## src/core/xtal_osc_pkg.sv

```systemverilog
// Purpose: constants for crystal oscillator enable and load-capacitance trim control
// Assumes: register map reached through the device control interface (addr/data/strobe)
// Notes: factory trim codes from 11000 upward saturate in the effective outputs; readback returns the raw code
//
// Contract
// - the oscillator runs while xtal_osc_enable (bit 7) is 1 and is stopped while it is 0.
// - with override clear and strap low, the enable is forced to 0 and writes to it are ignored.
// - setting clock_lock_override removes the strap lock so enable writes take effect.
// - with strap high and override clear, the enable loads 1 on each strap rising edge, then accepts writes.
// - with override set the enable defaults to 1 regardless of strap and stays writable.
// - both factory cap fields sit in bits 4:0 of their own registers, are set automatically and read-only.
// - trim code 00000 means 14.0pF rising 0.5pF per step to 10111, codes 11000 and up read as 25.5pF.
// - the two cap adjust fields are 4-bit two's complement at bits 3:0 and 7:4, 0.5pF step, reset zero.
// - with override set every clocking control field, strap-locked ones included, is writable.
package xtal_osc_pkg;
	localparam int ADDR_W = 8;
	localparam int DATA_W = 8;
	localparam int TRIM_W = 5;
	localparam int ADJ_W = 4;
	localparam logic [ADDR_W-1:0] IN_CAP_READBACK_ADDR = 8'h73;
	localparam logic [ADDR_W-1:0] OUT_CAP_READBACK_ADDR = 8'h74;
	localparam logic [ADDR_W-1:0] LOAD_CAP_ADJUST_ADDR = 8'h77;
	localparam logic [ADDR_W-1:0] OSC_ENABLE_CTRL_ADDR = 8'h81;
	localparam int OSC_ENABLE_BIT = 7;
	localparam int IN_ADJ_LSB = 0;
	localparam int OUT_ADJ_LSB = 4;
	localparam logic [ADJ_W-1:0] ADJ_RESET = 4'h0;
	localparam logic [TRIM_W-1:0] TRIM_SAT_CODE = 5'h17;
	localparam logic [DATA_W-1:0] RESERVED_READ = 8'h00;
	localparam logic [DATA_W-2:0] ENABLE_CTRL_LOW_RESET = 7'h00;
	typedef enum logic [1:0] {lock_forced_off, lock_strap_default, lock_override} lock_mode_t;
endpackage

```

## src/core/strap_edge_sync.sv

```systemverilog
// Purpose: two-stage synchroniser and rising-edge pulse for the boot strap pin
// Assumes: strap pin asynchronous to clk_sys
// Notes: first stage feeds only the second stage
`timescale 1ns/100ps
`default_nettype none
module strap_edge_sync (
	// clock and reset
	input wire logic clk_sys,
	input wire logic arst_n,
	input wire logic clk_en,
	// pin and results
	input wire logic pin_async,
	output logic pin_level,
	output logic pin_rise
);
	logic meta_reg, meta_next;
	logic sync_reg, sync_next;
	logic prev_reg, prev_next;

	always_comb
	begin
		meta_next = meta_reg;
		sync_next = sync_reg;
		prev_next = prev_reg;
		if (clk_en)
		begin
			meta_next = pin_async;
			sync_next = meta_reg;
			prev_next = sync_reg;
		end
	end

	always_ff @(posedge clk_sys or negedge arst_n)
	begin
		if (!arst_n)
		begin
			meta_reg <= 1'b0;
			sync_reg <= 1'b0;
			prev_reg <= 1'b0;
		end
		else
		begin
			meta_reg <= meta_next;
			sync_reg <= sync_next;
			prev_reg <= prev_next;
		end
	end

	assign pin_level = sync_reg;
	// edge counts only on clk_en cycles; prev resets to 0, so a pin high out of reset gives a rise
	assign pin_rise = clk_en & sync_reg & ~prev_reg;
endmodule
`default_nettype wire

```

## src/core/crystal_osc_enable_trim.sv

```systemverilog
// Purpose: crystal oscillator enable with strap lock, factory trim readback and load-cap adjust
// Assumes: simple synchronous control port, write strobe one cycle, read data registered
// Notes: analogue oscillator lives outside; this drives its enable and trim codes
`timescale 1ns/100ps
`default_nettype none
module crystal_osc_enable_trim (
	// clock and reset
	input wire logic clk_sys,
	input wire logic arst_n,
	input wire logic clk_en,
	// control interface
	input wire logic [xtal_osc_pkg::ADDR_W-1:0] reg_addr,
	input wire logic [xtal_osc_pkg::DATA_W-1:0] reg_wdata,
	input wire logic reg_wr,
	input wire logic reg_rd,
	output logic [xtal_osc_pkg::DATA_W-1:0] reg_rdata,
	output logic reg_rvalid,
	// clocking configuration
	input wire logic boot_strap_pin,
	input wire logic clock_lock_override,
	// factory trim from fuses
	input wire logic [xtal_osc_pkg::TRIM_W-1:0] in_pin_factory_cap,
	input wire logic [xtal_osc_pkg::TRIM_W-1:0] out_pin_factory_cap,
	// analogue oscillator controls
	output logic osc_run,
	output logic [xtal_osc_pkg::ADJ_W-1:0] in_pin_cap_adjust,
	output logic [xtal_osc_pkg::ADJ_W-1:0] out_pin_cap_adjust,
	output logic [xtal_osc_pkg::TRIM_W-1:0] in_pin_cap_effective,
	output logic [xtal_osc_pkg::TRIM_W-1:0] out_pin_cap_effective
);
	import xtal_osc_pkg::*;

	logic strap_level, strap_rise;
	logic ovd_meta_reg, ovd_meta_next;
	logic ovd_reg, ovd_next;
	logic ovd_prev_reg, ovd_prev_next;
	logic enable_reg, enable_next;
	logic [DATA_W-2:0] ctrl_low_reg, ctrl_low_next;
	logic [ADJ_W-1:0] in_adj_reg, in_adj_next;
	logic [ADJ_W-1:0] out_adj_reg, out_adj_next;
	logic [DATA_W-1:0] rdata_reg, rdata_next;
	logic rvalid_reg, rvalid_next;
	logic [TRIM_W-1:0] in_trim_reg, in_trim_next;
	logic [TRIM_W-1:0] out_trim_reg, out_trim_next;
	logic enable_visible;
	lock_mode_t lock_mode;

	// saturate factory code, 11000 and above share the top value
	function automatic logic [TRIM_W-1:0] trim_clip(input logic [TRIM_W-1:0] code);
		trim_clip = (code > TRIM_SAT_CODE) ? TRIM_SAT_CODE : code;
	endfunction

	// adjust plus trim, clamped to field range; software should keep it in range anyway
	function automatic logic [TRIM_W-1:0] cap_sum(input logic [TRIM_W-1:0] trim, input logic [ADJ_W-1:0] adj);
		logic signed [TRIM_W+1:0] s;
		s = signed'({2'b00, trim}) + signed'({{(TRIM_W+2-ADJ_W){adj[ADJ_W-1]}}, adj});
		if (s < 0)
			cap_sum = '0;
		else if (s > signed'({2'b00, {TRIM_W{1'b1}}}))
			cap_sum = '1;
		else
			cap_sum = s[TRIM_W-1:0];
	endfunction

	strap_edge_sync u_strap (
		.clk_sys(clk_sys),
		.arst_n(arst_n),
		.clk_en(clk_en),
		.pin_async(boot_strap_pin),
		.pin_level(strap_level),
		.pin_rise(strap_rise)
	);

	// override comes from another config block, may be async; two flops first
	always_comb
	begin
		ovd_meta_next = ovd_meta_reg;
		ovd_next = ovd_reg;
		ovd_prev_next = ovd_prev_reg;
		if (clk_en)
		begin
			ovd_meta_next = clock_lock_override;
			ovd_next = ovd_meta_reg;
			ovd_prev_next = ovd_reg;
		end
	end

	always_ff @(posedge clk_sys or negedge arst_n)
	begin
		if (!arst_n)
		begin
			ovd_meta_reg <= 1'b0;
			ovd_reg <= 1'b0;
			ovd_prev_reg <= 1'b0;
		end
		else
		begin
			ovd_meta_reg <= ovd_meta_next;
			ovd_reg <= ovd_next;
			ovd_prev_reg <= ovd_prev_next;
		end
	end

	always_comb
	begin
		if (ovd_reg)
			lock_mode = lock_override;
		else if (strap_level)
			lock_mode = lock_strap_default;
		else
			lock_mode = lock_forced_off;
	end

	// register writes and enable control
	always_comb
	begin
		enable_next = enable_reg;
		ctrl_low_next = ctrl_low_reg;
		in_adj_next = in_adj_reg;
		out_adj_next = out_adj_reg;
		if (clk_en)
		begin
			unique case (lock_mode)
				lock_forced_off:
					enable_next = 1'b0;
				lock_strap_default:
				begin
					if (strap_rise)
						enable_next = 1'b1;
					else if (reg_wr && reg_addr == OSC_ENABLE_CTRL_ADDR)
						enable_next = reg_wdata[OSC_ENABLE_BIT];
				end
				lock_override:
				begin
					// default 1 when override is raised
					if (!ovd_prev_reg)
						enable_next = 1'b1;
					else if (reg_wr && reg_addr == OSC_ENABLE_CTRL_ADDR)
						enable_next = reg_wdata[OSC_ENABLE_BIT];
				end
			endcase
			// neighbour bits written even when enable is locked
			if (reg_wr && reg_addr == OSC_ENABLE_CTRL_ADDR)
				ctrl_low_next = reg_wdata[DATA_W-2:0];
			if (reg_wr && reg_addr == LOAD_CAP_ADJUST_ADDR)
			begin
				in_adj_next = reg_wdata[IN_ADJ_LSB +: ADJ_W];
				out_adj_next = reg_wdata[OUT_ADJ_LSB +: ADJ_W];
			end
		end
	end

	always_ff @(posedge clk_sys or negedge arst_n)
	begin
		if (!arst_n)
		begin
			enable_reg <= 1'b0;
			ctrl_low_reg <= ENABLE_CTRL_LOW_RESET;
			in_adj_reg <= ADJ_RESET;
			out_adj_reg <= ADJ_RESET;
		end
		else
		begin
			enable_reg <= enable_next;
			ctrl_low_reg <= ctrl_low_next;
			in_adj_reg <= in_adj_next;
			out_adj_reg <= out_adj_next;
		end
	end

	// locked read shows forced value at once
	assign enable_visible = (lock_mode == lock_forced_off) ? 1'b0 : enable_reg;

	// read port and registered trim outputs
	always_comb
	begin
		rdata_next = rdata_reg;
		rvalid_next = rvalid_reg;
		// saturate, then add adjust
		// registered so the effective codes leave from flops
		in_trim_next = cap_sum(trim_clip(in_pin_factory_cap), in_adj_reg);
		out_trim_next = cap_sum(trim_clip(out_pin_factory_cap), out_adj_reg);
		if (clk_en)
		begin
			rvalid_next = reg_rd;
			if (reg_rd)
			begin
				unique case (reg_addr)
					IN_CAP_READBACK_ADDR:
						rdata_next = {{(DATA_W-TRIM_W){1'b0}}, in_pin_factory_cap};
					OUT_CAP_READBACK_ADDR:
						rdata_next = {{(DATA_W-TRIM_W){1'b0}}, out_pin_factory_cap};
					LOAD_CAP_ADJUST_ADDR:
						rdata_next = {out_adj_reg, in_adj_reg};
					OSC_ENABLE_CTRL_ADDR:
						rdata_next = {enable_visible, ctrl_low_reg};
					default:
						rdata_next = RESERVED_READ;
				endcase
			end
		end
		else
		begin
			in_trim_next = in_trim_reg;
			out_trim_next = out_trim_reg;
		end
	end

	always_ff @(posedge clk_sys or negedge arst_n)
	begin
		if (!arst_n)
		begin
			rdata_reg <= RESERVED_READ;
			rvalid_reg <= 1'b0;
			in_trim_reg <= '0;
			out_trim_reg <= '0;
		end
		else
		begin
			rdata_reg <= rdata_next;
			rvalid_reg <= rvalid_next;
			in_trim_reg <= in_trim_next;
			out_trim_reg <= out_trim_next;
		end
	end

	// oscillator run follows the enable bit
	assign osc_run = enable_reg;
	assign in_pin_cap_adjust = in_adj_reg;
	assign out_pin_cap_adjust = out_adj_reg;
	assign in_pin_cap_effective = in_trim_reg;
	assign out_pin_cap_effective = out_trim_reg;
	assign reg_rdata = rdata_reg;
	assign reg_rvalid = rvalid_reg;
endmodule
`default_nettype wire

```

## config.mk

```make
export PLATFORM = sky130hd
export DESIGN_NAME = crystal_osc_enable_trim
export DESIGN_NICKNAME = d
export VERILOG_FILES = /design/src/core/xtal_osc_pkg.sv /design/src/core/strap_edge_sync.sv /design/src/core/crystal_osc_enable_trim.sv
export SDC_FILE = /design/constraint.sdc
export NUM_CORES = 1
export LEC_CHECK = 0
export BUFFER_PORTS_ARGS = -buffer_cell sky130_fd_sc_hd__buf_4
export CAP_MARGIN = 30
export CORE_MARGIN = 8
export CORE_UTILIZATION = 50
export DETAILED_ROUTE_END_ITERATION = 7
export GPL_ROUTABILITY_DRIVEN = 0
export GPL_TIMING_DRIVEN = 0
export HOLD_SLACK_MARGIN = 0.02
export PLACE_DENSITY = 0.79
export SETUP_SLACK_MARGIN = 0.02
export SYNTH_ARGS = -nofsm -noshare
export SYNTH_HDL_FRONTEND = slang
export SYNTH_SLANG_ARGS = --single-unit
```

## constraint.sdc

```tcl
create_clock -name clk_sys -period 5 [get_ports clk_sys]
set_input_delay 0.25 -clock clk_sys [delete_from_list [all_inputs] [get_ports clk_sys]]
set_output_delay 0.25 -clock clk_sys [all_outputs]
set_load 0.03 [all_outputs]
```

==> impl_metrics.toml <==
[clock_network]
cts_buffers = 5
ctsLongestPathBuffers = 2
cts_sinks = 41
cts.repair.resized = 0
clk_pin_slew_ps = 80
cts_tree = "built"
root_buffer = "clkbuf_8"
clkLatencyLatePin_ps = 300
htreeDepth = 2

[logic_synthesis]
synthTopCellsByCount = "dfrtp_1, nand2_1, mux2_2"
yosysWarnings = 0
ys.flop_type = "dfrtp_1"
ys_types = 34
yosysTopAreaCellShare = 0.434
syn-num-nets = 281
yosys.area.top_type = "dfrtp_1"
synth_cells = 234
yosysMostFrequentCell = "dfrtp_1"
synth-edff-count = 0
synth-seq-cells = 41
synth.area.top_cells = "dfrtp_1, mux2_2, ha_1"
syn_avg_cell_area_um2 = 10.1
synth_area_mm2 = 0.00236
ys_seq_area_frac = 0.434
ys_async_sr_fraction = 1.00

[timing]
fmaxAchievable_mhz = 414
max_slew_margin = 0.422
rsz0062_at_grt = "no"
tightest_slew_ps = 860
post-route-period-util = 0.484
fin_worst_skew_ps = 6.65
fin_tns_setup_ps = 0
finalMaxSlewViolations = 0
finalHoldViolCount = 0
fin_crit_ps = 2420
setup_viol = 0

[hold_path]
hold_start = "boot_strap_pin"
hp-class = "in2reg"

[route]
finalWirelength_um = 5960
drcViolationCount = 0
post_drt_wl_per_cell_um = 16.8
antenna_left = 0
vias_per_cell = 5.65
drt_iter0_markers = 85
dr.pass1.iters = 4
vias = 2007

[critical_path]
critical_path_arrival_ps = 2570
critPathBufInv = 1
rr_worst_depth = 8
path_delay_family = "compound AO/OA/AOI/OAI gates"
slowest_stage = "o21ai_0"
end_kind = "flop"
path_cells = "ha_1 -> inv_1 -> fa_1 -> nand2b_1 -> a21oi_1 -> nor3_1 -> o21ai_0 -> a22oi_1"
worstReg2RegEnd = "in_pin_cap_effective[1]$_DFFE_PN0P_"
path_depth = 8
slowest_delay_ps = 530
path_class = "reg2reg"
reg2reg_from = "in_pin_cap_adjust[0]$_DFFE_PN0P_"
critPathCapture = "in_pin_cap_effective[1]$_DFFE_PN0P_"
startpoint = "in_pin_cap_adjust[0]$_DFFE_PN0P_"
critPathRequiredTime_ps = 5150
path_max_fanout = 5
rrSetupSlack_ps = 2580
cp-start-kind = "flop"

[floorplan]
io_pins = 61
core_mm2 = 0.00463
die_y_um = 84.8
initial_core_util = 0.511
die_x_um = 84.8
rows = 25
die-area_mm2 = 0.00718

[pwr]
p_leak_uw = 0.00144
peakVddDrop_mv = 0.182
pwr_density_cell_mw_per_mm2 = 266

[cells_and_area]
nFillCells = 396
final_cell_count_no_fill = 355
drive_above_1_share = 0.306
fin_nets = 347
n_antenna_cell = 0
syn2layout_area_growth_pct = 26.6
largest_reg_flops = 8
final_area_mm2 = 0.00299

[global_routing]
grt_overflow = 0
globalRouteTotalUtil = 0.169
grt_max_degree = 42
grt_pass1_vias = 2017
grt_pass1_wl_um = 9630
antenna_found_initial = 0

[flow_run]
max_cap_viol_count = 0

[place]
placed_cell_area_mm2 = 0.00287
io_buffers = 58
dp_hpwl_um = 4630
dp.cells = 346

[run_status]
status = "complete, no violations"
## logic make-up after synthesis
logic type               after synthesis  share of synthesized area
AO/OA/AOI/OAI                         59                      0.154
XOR/XNOR                               6                     0.0222
adder cells (fa/ha/maj)               14                     0.0805
buffers and inverters                 25                     0.0429
flip-flops                            41                      0.434
multiplexers                          25                      0.116
AND/OR/NAND/NOR                       64                      0.150
## where the power goes
| group | leakage, uW | switching [uW] | internal, uW |
|---|---|---|---|
| clock | 0.0000543 | 122 | 149 |
| sequential | 0.000538 | 16.6 | 353 |
| combinational | 0.000848 | 87.9 | 67.7 |
| total | 0.00144 | 227 | 570 |
## stage by stage
| stage | power [uW] | util | setup slack, ps | hold slack, ps |
|---|---|---|---|---|
| floorplan | 461 | - | 2770 | -45.6 |
| global placement | 527 | 0.619 | 2570 | 256 |
| detailed placement | 531 | 0.619 | 2490 | 259 |
| CTS | 805 | 0.646 | 2610 | 170 |
| global route | 834 | 0.646 | 2340 | 172 |
| finish | 797 | 0.646 | 2580 | 175 |
## worst min path at each step
stage / cells past startpoint / to / slack, ps
after floorplan: 0 / ctrl_low_reg[0]$_DFFE_PN0P_ / -50
after global placement: 1 / reg_rdata[6]$_DFFE_PN0P_ / 260
after detailed placement: 1 / reg_rdata[5]$_DFFE_PN0P_ / 260
after CTS: 2 / u_strap.meta_reg$_DFFE_PN0P_ / 170
after global routing: 2 / u_strap.meta_reg$_DFFE_PN0P_ / 170
final: 2 / u_strap.meta_reg$_DFFE_PN0P_ / 170
## layer usage
layer | wire length, um | GRT usage | part of all wire
met3 | 386 | 0.0478 | 0.065
met5 | 0 | 0 | 0
met4 | 84 | 0.0631 | 0.014
met2 | 3020 | 0.278 | 0.51
met1 | 2470 | 0.202 | 0.41
## placed cells by master (no fill, tap or decap), types with 2 or more instances in the layout
master,n
a21oi_1,18
a221oi_1,5
a22oi_1,14
and2_0,2
buf_4,58
clkbuf_1,6
clkbuf_8,5
dfrtp_1,41
fa_1,2
ha_1,12
inv_1,17
mux2_2,20
mux2i_1,5
nand2_1,24
nand2b_1,10
nand3_1,3
nor2_1,10
nor2b_1,3
nor3_1,3
nor4b_1,2
o21a_1,2
o21ai_0,15
o21bai_1,2
o22ai_1,2
xnor2_1,4
xor2_1,2
## worst reg2reg max path: cells and delay by family (launching register included)
family / cells / cell delay [ps]
AO/OA/AOI/OAI: 3 / 930
adder cells (fa/ha/maj): 2 / 590
flip-flops: 1 / 410
AND/OR/NAND/NOR: 2 / 270
buffers and inverters: 1 / 60
## timing repair
action / in CTS / in global routing
endpoints found under the hold margin: 41 / 0
endpoints found under the setup margin: 0 / 0
hold buffers: 1 / 0
setup buffers: 0 / 0
## cell type report
class                           count  area (um2)  area share
Timing Repair Buffer               59         445       0.149
Clock inverter                      3        46.3      0.0155
Inverter                           18        67.6      0.0226
Buffer                              7        33.8      0.0113
Clock buffer                        5        68.8      0.0230
Sequential cell                    41        1030       0.343
Multi-Input combinational cell    168        1240       0.413
Tap cell                           54        67.6      0.0226
(Power assumes the default switching activity.)
